## src/fpcl_cfg.svh

```systemverilog
// Timing, width and count constants of the byte-wide configuration port.
`ifndef FPCL_CFG_SVH
`define FPCL_CFG_SVH
`define FPCL_CLK_PERIOD_NS 8
`define FPCL_POR_TIME_US 45
`define FPCL_DONE_USER_DELAY_NS 60
`define FPCL_STARTUP_CYCLES 3192
`define FPCL_FALL_EDGES 2
`define FPCL_DATA_W 8
`define FPCL_FIFO_DEPTH 8
`define FPCL_STREAM_BYTES 1024
`define FPCL_POR_CYCLES ((`FPCL_POR_TIME_US * 1000 + `FPCL_CLK_PERIOD_NS - 1) / `FPCL_CLK_PERIOD_NS)
`define FPCL_DONE_USER_DELAY_CYCLES ((`FPCL_DONE_USER_DELAY_NS + `FPCL_CLK_PERIOD_NS - 1) / `FPCL_CLK_PERIOD_NS)
`endif

```

## src/fpcl_pkg.sv

```systemverilog
// Types shared by the configuration port modules.
package fpcl_pkg;
  typedef enum logic [2:0] {
    st_por,
    st_wait,
    st_load,
    st_tail,
    st_delay,
    st_start,
    st_user,
    st_halt
  } fpcl_state_t;

  typedef struct packed {
    logic request_n;
    logic cclk;
    logic ce_n;
    logic uclk;
    logic status_n;
    logic complete;
    logic [7:0] data;
  } fpcl_pins_t;
endpackage : fpcl_pkg

```

## src/fpcl_fifo.sv

```systemverilog
// Flip-flop FIFO that buffers configuration bytes towards the loader.
`timescale 1ns/1ps
`default_nettype none
module fpcl_fifo #(
  parameter int W = 8,
  parameter int DEPTH = 8
) (
  input wire logic clk, // System clock.
  input wire logic nrst, // Asynchronous reset, active low.
  input wire logic clk_en, // Freezes all state while low.
  input wire logic flush, // Empties the FIFO.
  input wire logic in_valid, // Write request.
  output logic in_ready, // Room for one more word.
  input wire logic [W-1:0] in_data, // Written word.
  output logic out_valid, // A word is waiting.
  input wire logic out_ready, // Reader takes the word.
  output logic [W-1:0] out_data // Oldest word.
);
  localparam int AW = $clog2(DEPTH);

  initial begin
    if (DEPTH < 2 || (1 << AW) != DEPTH) begin
      $error("fpcl_fifo: DEPTH must be a power of two of at least 2");
    end
  end

  logic [W-1:0] mem [DEPTH];
  logic [AW:0] wr_ptr;
  logic [AW:0] rd_ptr;
  logic push;
  logic pop;

  assign in_ready = (wr_ptr[AW] == rd_ptr[AW]) || (wr_ptr[AW-1:0] != rd_ptr[AW-1:0]);
  assign out_valid = wr_ptr != rd_ptr;
  assign out_data = mem[rd_ptr[AW-1:0]];
  assign push = clk_en && in_valid && in_ready && !flush;
  assign pop = clk_en && out_valid && out_ready && !flush;

  always_ff @(posedge clk) begin
    if (push) begin
      mem[wr_ptr[AW-1:0]] <= in_data;
    end
  end

  always_ff @(posedge clk or negedge nrst) begin
    if (!nrst) begin
      wr_ptr <= '0;
      rd_ptr <= '0;
    end else if (clk_en && flush) begin
      wr_ptr <= '0;
      rd_ptr <= '0;
    end else begin
      if (push) begin
        wr_ptr <= wr_ptr + 1'b1;
      end
      if (pop) begin
        rd_ptr <= rd_ptr + 1'b1;
      end
    end
  end
endmodule : fpcl_fifo
`default_nettype wire

```

## src/fpcl_top.sv

```systemverilog
// Device-side logic of the byte-wide configuration port.
`timescale 1ns/1ps
`default_nettype none
`include "fpcl_cfg.svh"
module fpcl_top
  import fpcl_pkg::*;
#(
  parameter int POR_CYCLES = `FPCL_POR_CYCLES,
  parameter int STREAM_BYTES = `FPCL_STREAM_BYTES,
  parameter int FIFO_DEPTH = `FPCL_FIFO_DEPTH
) (
  input wire logic clk, // System clock, 125 MHz.
  input wire logic nrst, // Asynchronous reset, active low.
  input wire logic clk_en, // Freezes all state while low.
  input wire logic config_request_n, // Reconfiguration request pin.
  input wire logic config_clock, // Host data clock pin.
  input wire logic [`FPCL_DATA_W-1:0] config_data, // Host data bus pins.
  input wire logic chip_enable_in_n, // Chain enable pin.
  input wire logic user_startup_clock, // Optional start-up clock pin.
  input wire logic use_user_clock, // Start-up counts the user clock.
  input wire logic data0_user_en, // Dual-purpose option for data bit zero.
  input wire logic data0_user_value, // User value for data bit zero.
  input wire logic load_error, // Loader found a bad stream.
  input wire logic config_status_n_in, // Shared status line level.
  output logic config_status_n_out, // Status line drive value.
  output logic config_status_n_oe, // Status line pulled low.
  input wire logic config_complete_in, // Shared complete line level.
  output logic config_complete_out, // Complete line drive value.
  output logic config_complete_oe, // Complete line pulled low.
  input wire logic init_complete_in, // Init-complete line level.
  output logic init_complete_out, // Init-complete drive value.
  output logic init_complete_oe, // Init-complete pulled low.
  output logic chip_enable_out_n, // Enables the next device.
  output logic [`FPCL_DATA_W-1:0] stream_data, // Byte towards the loader.
  output logic stream_valid, // Byte available.
  input wire logic stream_ready, // Loader takes the byte.
  output logic data0_out, // Data bit zero user drive value.
  output logic data0_oe, // Data bit zero driven.
  output logic user_mode, // Device is in user mode.
  output logic weak_pullup_en // Weak pull-ups on user pins.
);
  localparam int BW = $clog2(STREAM_BYTES + 1);
  localparam int PW = $clog2(POR_CYCLES + 1);
  localparam int SW = $clog2(`FPCL_STARTUP_CYCLES + 1);
  localparam logic [BW-1:0] LAST_BYTE = BW'(STREAM_BYTES);
  localparam logic [BW-1:0] EARLY_BYTE = BW'(STREAM_BYTES - 1);
  localparam logic [PW-1:0] POR_LAST = PW'(POR_CYCLES - 1);
  localparam logic [SW-1:0] START_LAST = SW'(`FPCL_STARTUP_CYCLES - 1);
  localparam logic [SW-1:0] DELAY_LAST = SW'(`FPCL_DONE_USER_DELAY_CYCLES - 1);
  localparam logic [1:0] FALL_LAST = 2'(`FPCL_FALL_EDGES - 1);

  initial begin
    if (STREAM_BYTES < 2 || POR_CYCLES < 1 || FIFO_DEPTH < 2) begin
      $error("fpcl_top: STREAM_BYTES and FIFO_DEPTH need 2, POR_CYCLES 1");
    end
  end

  fpcl_pins_t pins_raw;
  fpcl_pins_t sync1;
  fpcl_pins_t sync2;
  fpcl_pins_t prev;
  fpcl_state_t state;
  logic [BW-1:0] byte_cnt;
  logic [PW-1:0] por_cnt;
  logic [SW-1:0] start_cnt;
  logic [1:0] fall_cnt;
  logic own_error;
  logic cclk_rise;
  logic cclk_fall;
  logic uclk_rise;
  logic take_byte;
  logic fifo_ready;
  logic start_tick;

  assign pins_raw = '{
    request_n: config_request_n,
    cclk: config_clock,
    ce_n: chip_enable_in_n,
    uclk: user_startup_clock,
    status_n: config_status_n_in,
    complete: config_complete_in,
    data: config_data
  };

  // Every pin passes two flops; only the second stage and its delayed copy are read.
  always_ff @(posedge clk or negedge nrst) begin
    if (!nrst) begin
      sync1 <= '0;
      sync2 <= '0;
      prev <= '0;
    end else if (clk_en) begin
      sync1 <= pins_raw;
      sync2 <= sync1;
      prev <= sync2;
    end
  end

  // Data and clock share one synchroniser depth, so the byte stays aligned with its edge.
  assign cclk_rise = sync2.cclk && !prev.cclk;
  assign cclk_fall = !sync2.cclk && prev.cclk;
  assign uclk_rise = sync2.uclk && !prev.uclk;
  assign take_byte = clk_en && state == st_load && cclk_rise && !sync2.ce_n;
  assign start_tick = clk_en && state == st_start && (use_user_clock ? uclk_rise : 1'b1);

  // The host clock cannot be stalled, so a byte arriving at a full FIFO is a load error.
  always_ff @(posedge clk or negedge nrst) begin
    if (!nrst) begin
      own_error <= 1'b0;
    end else if (clk_en) begin
      if (state == st_por) begin
        own_error <= 1'b0;
      end else if ((take_byte && !fifo_ready) ||
                   (load_error && (state == st_load || state == st_tail))) begin
        own_error <= 1'b1;
      end
    end
  end

  always_ff @(posedge clk or negedge nrst) begin
    if (!nrst) begin
      state <= st_por;
    end else if (clk_en) begin
      if (!sync2.request_n) begin
        state <= st_por;
      end else begin
        unique case (state)
          st_por: if (por_cnt == POR_LAST) state <= st_wait;
          st_wait: if (sync2.status_n) state <= st_load;
          st_load: begin
            // halt with the shared status line
            if (own_error || !sync2.status_n) begin
              state <= st_halt;
            end else if (take_byte && byte_cnt == LAST_BYTE - 1'b1) begin
              state <= st_tail;
            end
          end
          st_tail: begin
            if (own_error || !sync2.status_n) begin
              state <= st_halt;
            // two host clock falling edges while shared complete is high
            end else if (sync2.complete && cclk_fall && fall_cnt == FALL_LAST) begin
              state <= st_delay;
            end
          end
          st_delay: if (start_cnt == DELAY_LAST) state <= st_start;
          st_start: if (start_tick && start_cnt == START_LAST) state <= st_user;
          st_user: state <= st_user;
          st_halt: state <= st_halt;
        endcase
      end
    end
  end

  always_ff @(posedge clk or negedge nrst) begin
    if (!nrst) begin
      por_cnt <= '0;
    end else if (clk_en) begin
      if (state == st_por && sync2.request_n && por_cnt != POR_LAST) begin
        por_cnt <= por_cnt + 1'b1;
      end else if (state != st_por || !sync2.request_n) begin
        por_cnt <= '0;
      end
    end
  end

  // counters only advance on clock edges
  always_ff @(posedge clk or negedge nrst) begin
    if (!nrst) begin
      byte_cnt <= '0;
    end else if (clk_en) begin
      if (state == st_por) begin
        byte_cnt <= '0;
      end else if (take_byte && fifo_ready) begin
        byte_cnt <= byte_cnt + 1'b1;
      end
    end
  end

  always_ff @(posedge clk or negedge nrst) begin
    if (!nrst) begin
      fall_cnt <= '0;
    end else if (clk_en) begin
      if (state != st_tail) begin
        fall_cnt <= '0;
      // count only once the shared line is high
      end else if (sync2.complete && cclk_fall) begin
        fall_cnt <= fall_cnt + 1'b1;
      end
    end
  end

  always_ff @(posedge clk or negedge nrst) begin
    if (!nrst) begin
      start_cnt <= '0;
    end else if (clk_en) begin
      if (state == st_delay) begin
        start_cnt <= (start_cnt == DELAY_LAST) ? '0 : start_cnt + 1'b1;
      end else if (state != st_start) begin
        start_cnt <= '0;
      end else if (start_tick) begin
        start_cnt <= start_cnt + 1'b1;
      end
    end
  end

  // Pin enables are registered from the state, so each leaves a flop; the three line drive values are constant 0.
  always_ff @(posedge clk or negedge nrst) begin
    if (!nrst) begin
      config_status_n_oe <= 1'b1;
      config_complete_oe <= 1'b1;
      init_complete_oe <= 1'b1;
      chip_enable_out_n <= 1'b1;
      user_mode <= 1'b0;
      weak_pullup_en <= 1'b1;
      data0_oe <= 1'b0;
      data0_out <= 1'b0;
    end else if (clk_en) begin
      config_status_n_oe <= state == st_por || own_error || !sync2.request_n;
      // held until one byte early
      // The release must stay once the next-to-last byte is in, not last a single cycle.
      config_complete_oe <= !(state == st_tail || state == st_delay ||
                              state == st_start || state == st_user ||
                              (state == st_load && byte_cnt >= EARLY_BYTE) ||
                              (take_byte && byte_cnt == EARLY_BYTE - 1'b1));
      init_complete_oe <= !(state == st_user);
      // pass the enable down the chain
      chip_enable_out_n <= !(state == st_tail || state == st_delay ||
                             state == st_start || state == st_user);
      user_mode <= state == st_user;
      weak_pullup_en <= state != st_user;
      data0_oe <= state == st_user && data0_user_en;
      data0_out <= data0_user_value;
    end
  end

  assign config_status_n_out = 1'b0;
  assign config_complete_out = 1'b0;
  assign init_complete_out = 1'b0;

  fpcl_fifo #(
    .W(`FPCL_DATA_W),
    .DEPTH(FIFO_DEPTH)
  ) fpcl_fifo_i (
    .clk(clk),
    .nrst(nrst),
    .clk_en(clk_en),
    .flush(state == st_por),
    .in_valid(take_byte),
    .in_ready(fifo_ready),
    .in_data(sync2.data),
    .out_valid(stream_valid),
    .out_ready(stream_ready),
    .out_data(stream_data)
  );
endmodule : fpcl_top
`default_nettype wire

```

## config.mk

```make
export PLATFORM = sky130hd
export DESIGN_NAME = fpcl_top
export DESIGN_NICKNAME = d
export VERILOG_FILES = /design/src/fpcl_pkg.sv /design/src/fpcl_fifo.sv /design/src/fpcl_top.sv
export VERILOG_INCLUDE_DIRS = /design/src /design/src/src
export SDC_FILE = /design/constraint.sdc
export NUM_CORES = 1
export LEC_CHECK = 0
export BUFFER_PORTS_ARGS = -buffer_cell sky130_fd_sc_hd__buf_2
export CAP_MARGIN = 20
export CORE_MARGIN = 1
export CORE_UTILIZATION = 56
export CTS_BUF_LIST = sky130_fd_sc_hd__clkbuf_16
export CTS_CLUSTER_DIAMETER = 80
export CTS_CLUSTER_SIZE = 30
export DETAILED_ROUTE_END_ITERATION = 8
export PLACE_DENSITY = 0.74
export SKIP_LAST_GASP = 1
export SYNTH_ARGS = -nofsm -noshare
export SYNTH_HDL_FRONTEND = slang
export SYNTH_SLANG_ARGS = --single-unit
```

## constraint.sdc

```tcl
create_clock -name clk -period 6.3 [get_ports clk]
set_input_delay 1.26 -clock clk [delete_from_list [all_inputs] [get_ports clk]]
set_output_delay 1.26 -clock clk [all_outputs]
set_load 0.1 [all_outputs]
```

==> results.py <==
metrics = {
    "cells_and_area": {
        "final_area_um2": 7720,
        "antennaDiodeCount": 0,
        "syn2layout_area_growth_pct": 13.4,
        "final_cell_mix": "83 x dfrtp_1, 64 x edfxtp_1, 41 x buf_2, 40 x mux2_2, 37 x nand2_1",
        "drive_above_1_share_pct": 25.3,
        "layout_commonest_cell": "dfrtp_1",
        "num-fill-cells": 837,
        "layout.nets": 598,
    },
    "cts": {
        "clk_path_buf_depth": 2,
        "worstSkewPairLatency_ns": 0.43,
        "clkTransAtPathRegs_ns": 0.06,
        "cts-htree-levels": 4,
        "cts_tree": "done",
        "cts_buffers": 17,
        "cts_resized": 0,
        "cts_setup_buffers": 0,
        "cts_hold_buf": 0,
        "clock-sinks": 151,
        "cts-root-buf": "clkbuf_16",
    },
    "global_route": {
        "grt_pass1_wl_um": 21700,
        "antenna_found_initial": 0,
        "grt_pass1_vias": 4381,
        "grt_max_degree": 64,
        "grt_overflow": 0,
        "grt_usage_pct": 22.4,
    },
    "power": {
        "p_per_area_nw_per_um2": 351,
        "vdd_drop_max_uv": 194,
        "leakagePower_nw": 3.02,
    },
    "route": {
        "drt_pre_antenna_iters": 8,
        "vias": 4306,
        "vias_per_cell": 5.96,
        "drc": 2,
        "drt_iter0_markers": 321,
        "wl_per_cell_um": 17.5,
        "finalWirelength_um": 12700,
        "antenna_left": 0,
    },
    "yosys": {
        "syn_area_um2": 6810,
        "ys_async_sr_fraction_pct": 57.6,
        "synth-seq-cells": 151,
        "synth_edf_count": 64,
        "ys.flop_type": "dfrtp_1",
        "syn_avg_cell_area_um2": 12.9,
        "synthesis.instances": 526,
        "synth-seq-area-share_pct": 60.3,
        "synth_cell_types": 56,
        "ys_warn_count": 0,
    },
    "timing": {
        "slew_viol_final": 0,
        "fmax_mhz": 262,
        "finalHoldViolations": 0,
        "tightest_slew_ns": 0.869,
        "relSlewSlack_pct": 42.1,
        "clock_skew_ns": 0.00920,
        "rsz0062_at_grt": "no",
        "tns_ns": 0,
        "period_minus_slack_ns": 3.82,
        "finalCritPeriodShare_pct": 60.6,
        "finalSetupViolCount": 0,
    },
    "die": {
        "initial_core_util_pct": 58.6,
        "core_area_um2": 11600,
        "die_h_um": 112,
        "die-area_um2": 12600,
        "die_w_um": 112,
        "std_cell_rows": 39,
        "ios": 43,
    },
    "status": {
        "status": "finished, violations left",
        "violations": "DRC",
    },
    "setup_path": {
        "arrival_ns": 2.56,
        "critPathMaxFanout": 11,
        "crit_type": "flip-flop to output port",
        "worstSetupEndpointType": "output port",
        "cp-start-kind": "flip-flop",
        "cp.required_ns": 5.04,
    },
    "place": {
        "hpwl_um": 8390,
        "gp_congestion": 0.835,
        "placed_area_um2": 7110,
        "port_buffers": 38,
    },
    "worst_hold_path": {
        "min_path_type": "flip-flop to flip-flop",
    },
    "job": {
        "max_cap_viol_count": 0,
    },
}
==> logic make-up (layout without fill, tap and decap cells) <==
kind of cell	after synthesis	count (layout)	synth area share (%)
compound gates	73	73	6.73
buf+inv	44	96	2.85
flops	151	151	60.3
other cells	1	3	0.0551
xor+xnor	26	26	3.35
simple gates	166	166	13.2
mux	57	57	12.1
fa+ha+maj	8	8	1.47
==> report_power, final <==
group / switching, W / leakage (nW) / internal, W / total (W)
sequential: 0.0000927 / 1.70 / 0.00110 / 0.00120
clock: 0.000418 / 0.287 / 0.000592 / 0.00101
combinational: 0.000339 / 1.03 / 0.000166 / 0.000505
total: 0.000849 / 3.02 / 0.00186 / 0.00271
==> flip-flops by register name, indices dropped and copies added, names as in the netlist, 2 cells and up <==
signal,cells
state,3
fall_cnt,2
byte_cnt,11
fpcl_fifo_i.mem,64
sync2,14
sync1,14
fpcl_fifo_i.wr_ptr,4
prev,2
fpcl_fifo_i.rd_ptr,4
por_cnt,13
start_cnt,12
==> Yosys cell counts (all sizes together), types with 13 or more instances <==
master / count / area, µm²
clkbuf: 16 / 60.1
o21ai: 33 / 165
edfxtp: 64 / 1920
dfrtp: 83 / 2080
mux2: 40 / 450
nand3: 16 / 80.1
buf: 13 / 77.6
inv: 15 / 56.3
xor2: 16 / 140
mux4: 16 / 360
nand4: 16 / 106
nand2: 37 / 139
nor2: 30 / 113
==> final timing paths <==
check / from / endpoint / slack (ns) / depth (start not counted)
worst max-delay path: fpcl_fifo_i.rd_ptr[0] / stream_data[4] / 2.48 / 4
min in group asynchronous: nrst / start_cnt[10] / 0.81 / 1
worst min register to register: fall_cnt[1] / fall_cnt[1] / 0.49 / 2
worst min-delay path: fall_cnt[1] / fall_cnt[1] / 0.49 / 2
worst max register to register: fpcl_fifo_i.rd_ptr[1] / fpcl_fifo_i.mem[5][1] / 3.09 / 6
max in group asynchronous: nrst / por_cnt[12] / 4.50 / 2
==> metal layers <==
metal	global-route usage, %	vias up	wire length, µm
li1	-	2036	-
met1	29.0	2169	5640
met2	36.6	84	6420
met3	4.81	17	441
met4	10.4	0	163
met5	0	-	0
==> worst max-delay path, cell delays in order, from the launching register on <==
cell	delay (ns)
dfrtp_1	0.76
buf_8	0.25
mux4_2	0.55
mux2_2	0.28
buf_2	0.29
==> final cells by class <==
| class | count | area (µm²) | area share, % |
|---|---|---|---|
| Multi-Input combinational cell | 333 | 2510 | 32.6 |
| Timing Repair Buffer | 49 | 273 | 3.53 |
| Inverter | 15 | 56.3 | 0.730 |
| Clock inverter | 15 | 164 | 2.12 |
| Sequential cell | 151 | 4100 | 53.2 |
| Clock buffer | 17 | 425 | 5.51 |
| Tap cell | 143 | 179 | 2.32 |
==> per-stage QoR <==
step           std cells  setup WS (ns)  total power [W]  utilization [%]  hold slack, ns
2_1_floorplan        528           2.83          0.00161                -           0.450
3_3_place_gp         685           2.46          0.00170             61.0           0.458
3_5_place_dp         688           2.38          0.00172             61.2           0.472
4_1_cts              720           2.43          0.00273             66.3           0.493
5_1_grt              723           2.36          0.00283             66.4           0.517
6_report             723           2.48          0.00271             66.4           0.487
(Power assumes the default switching activity.)
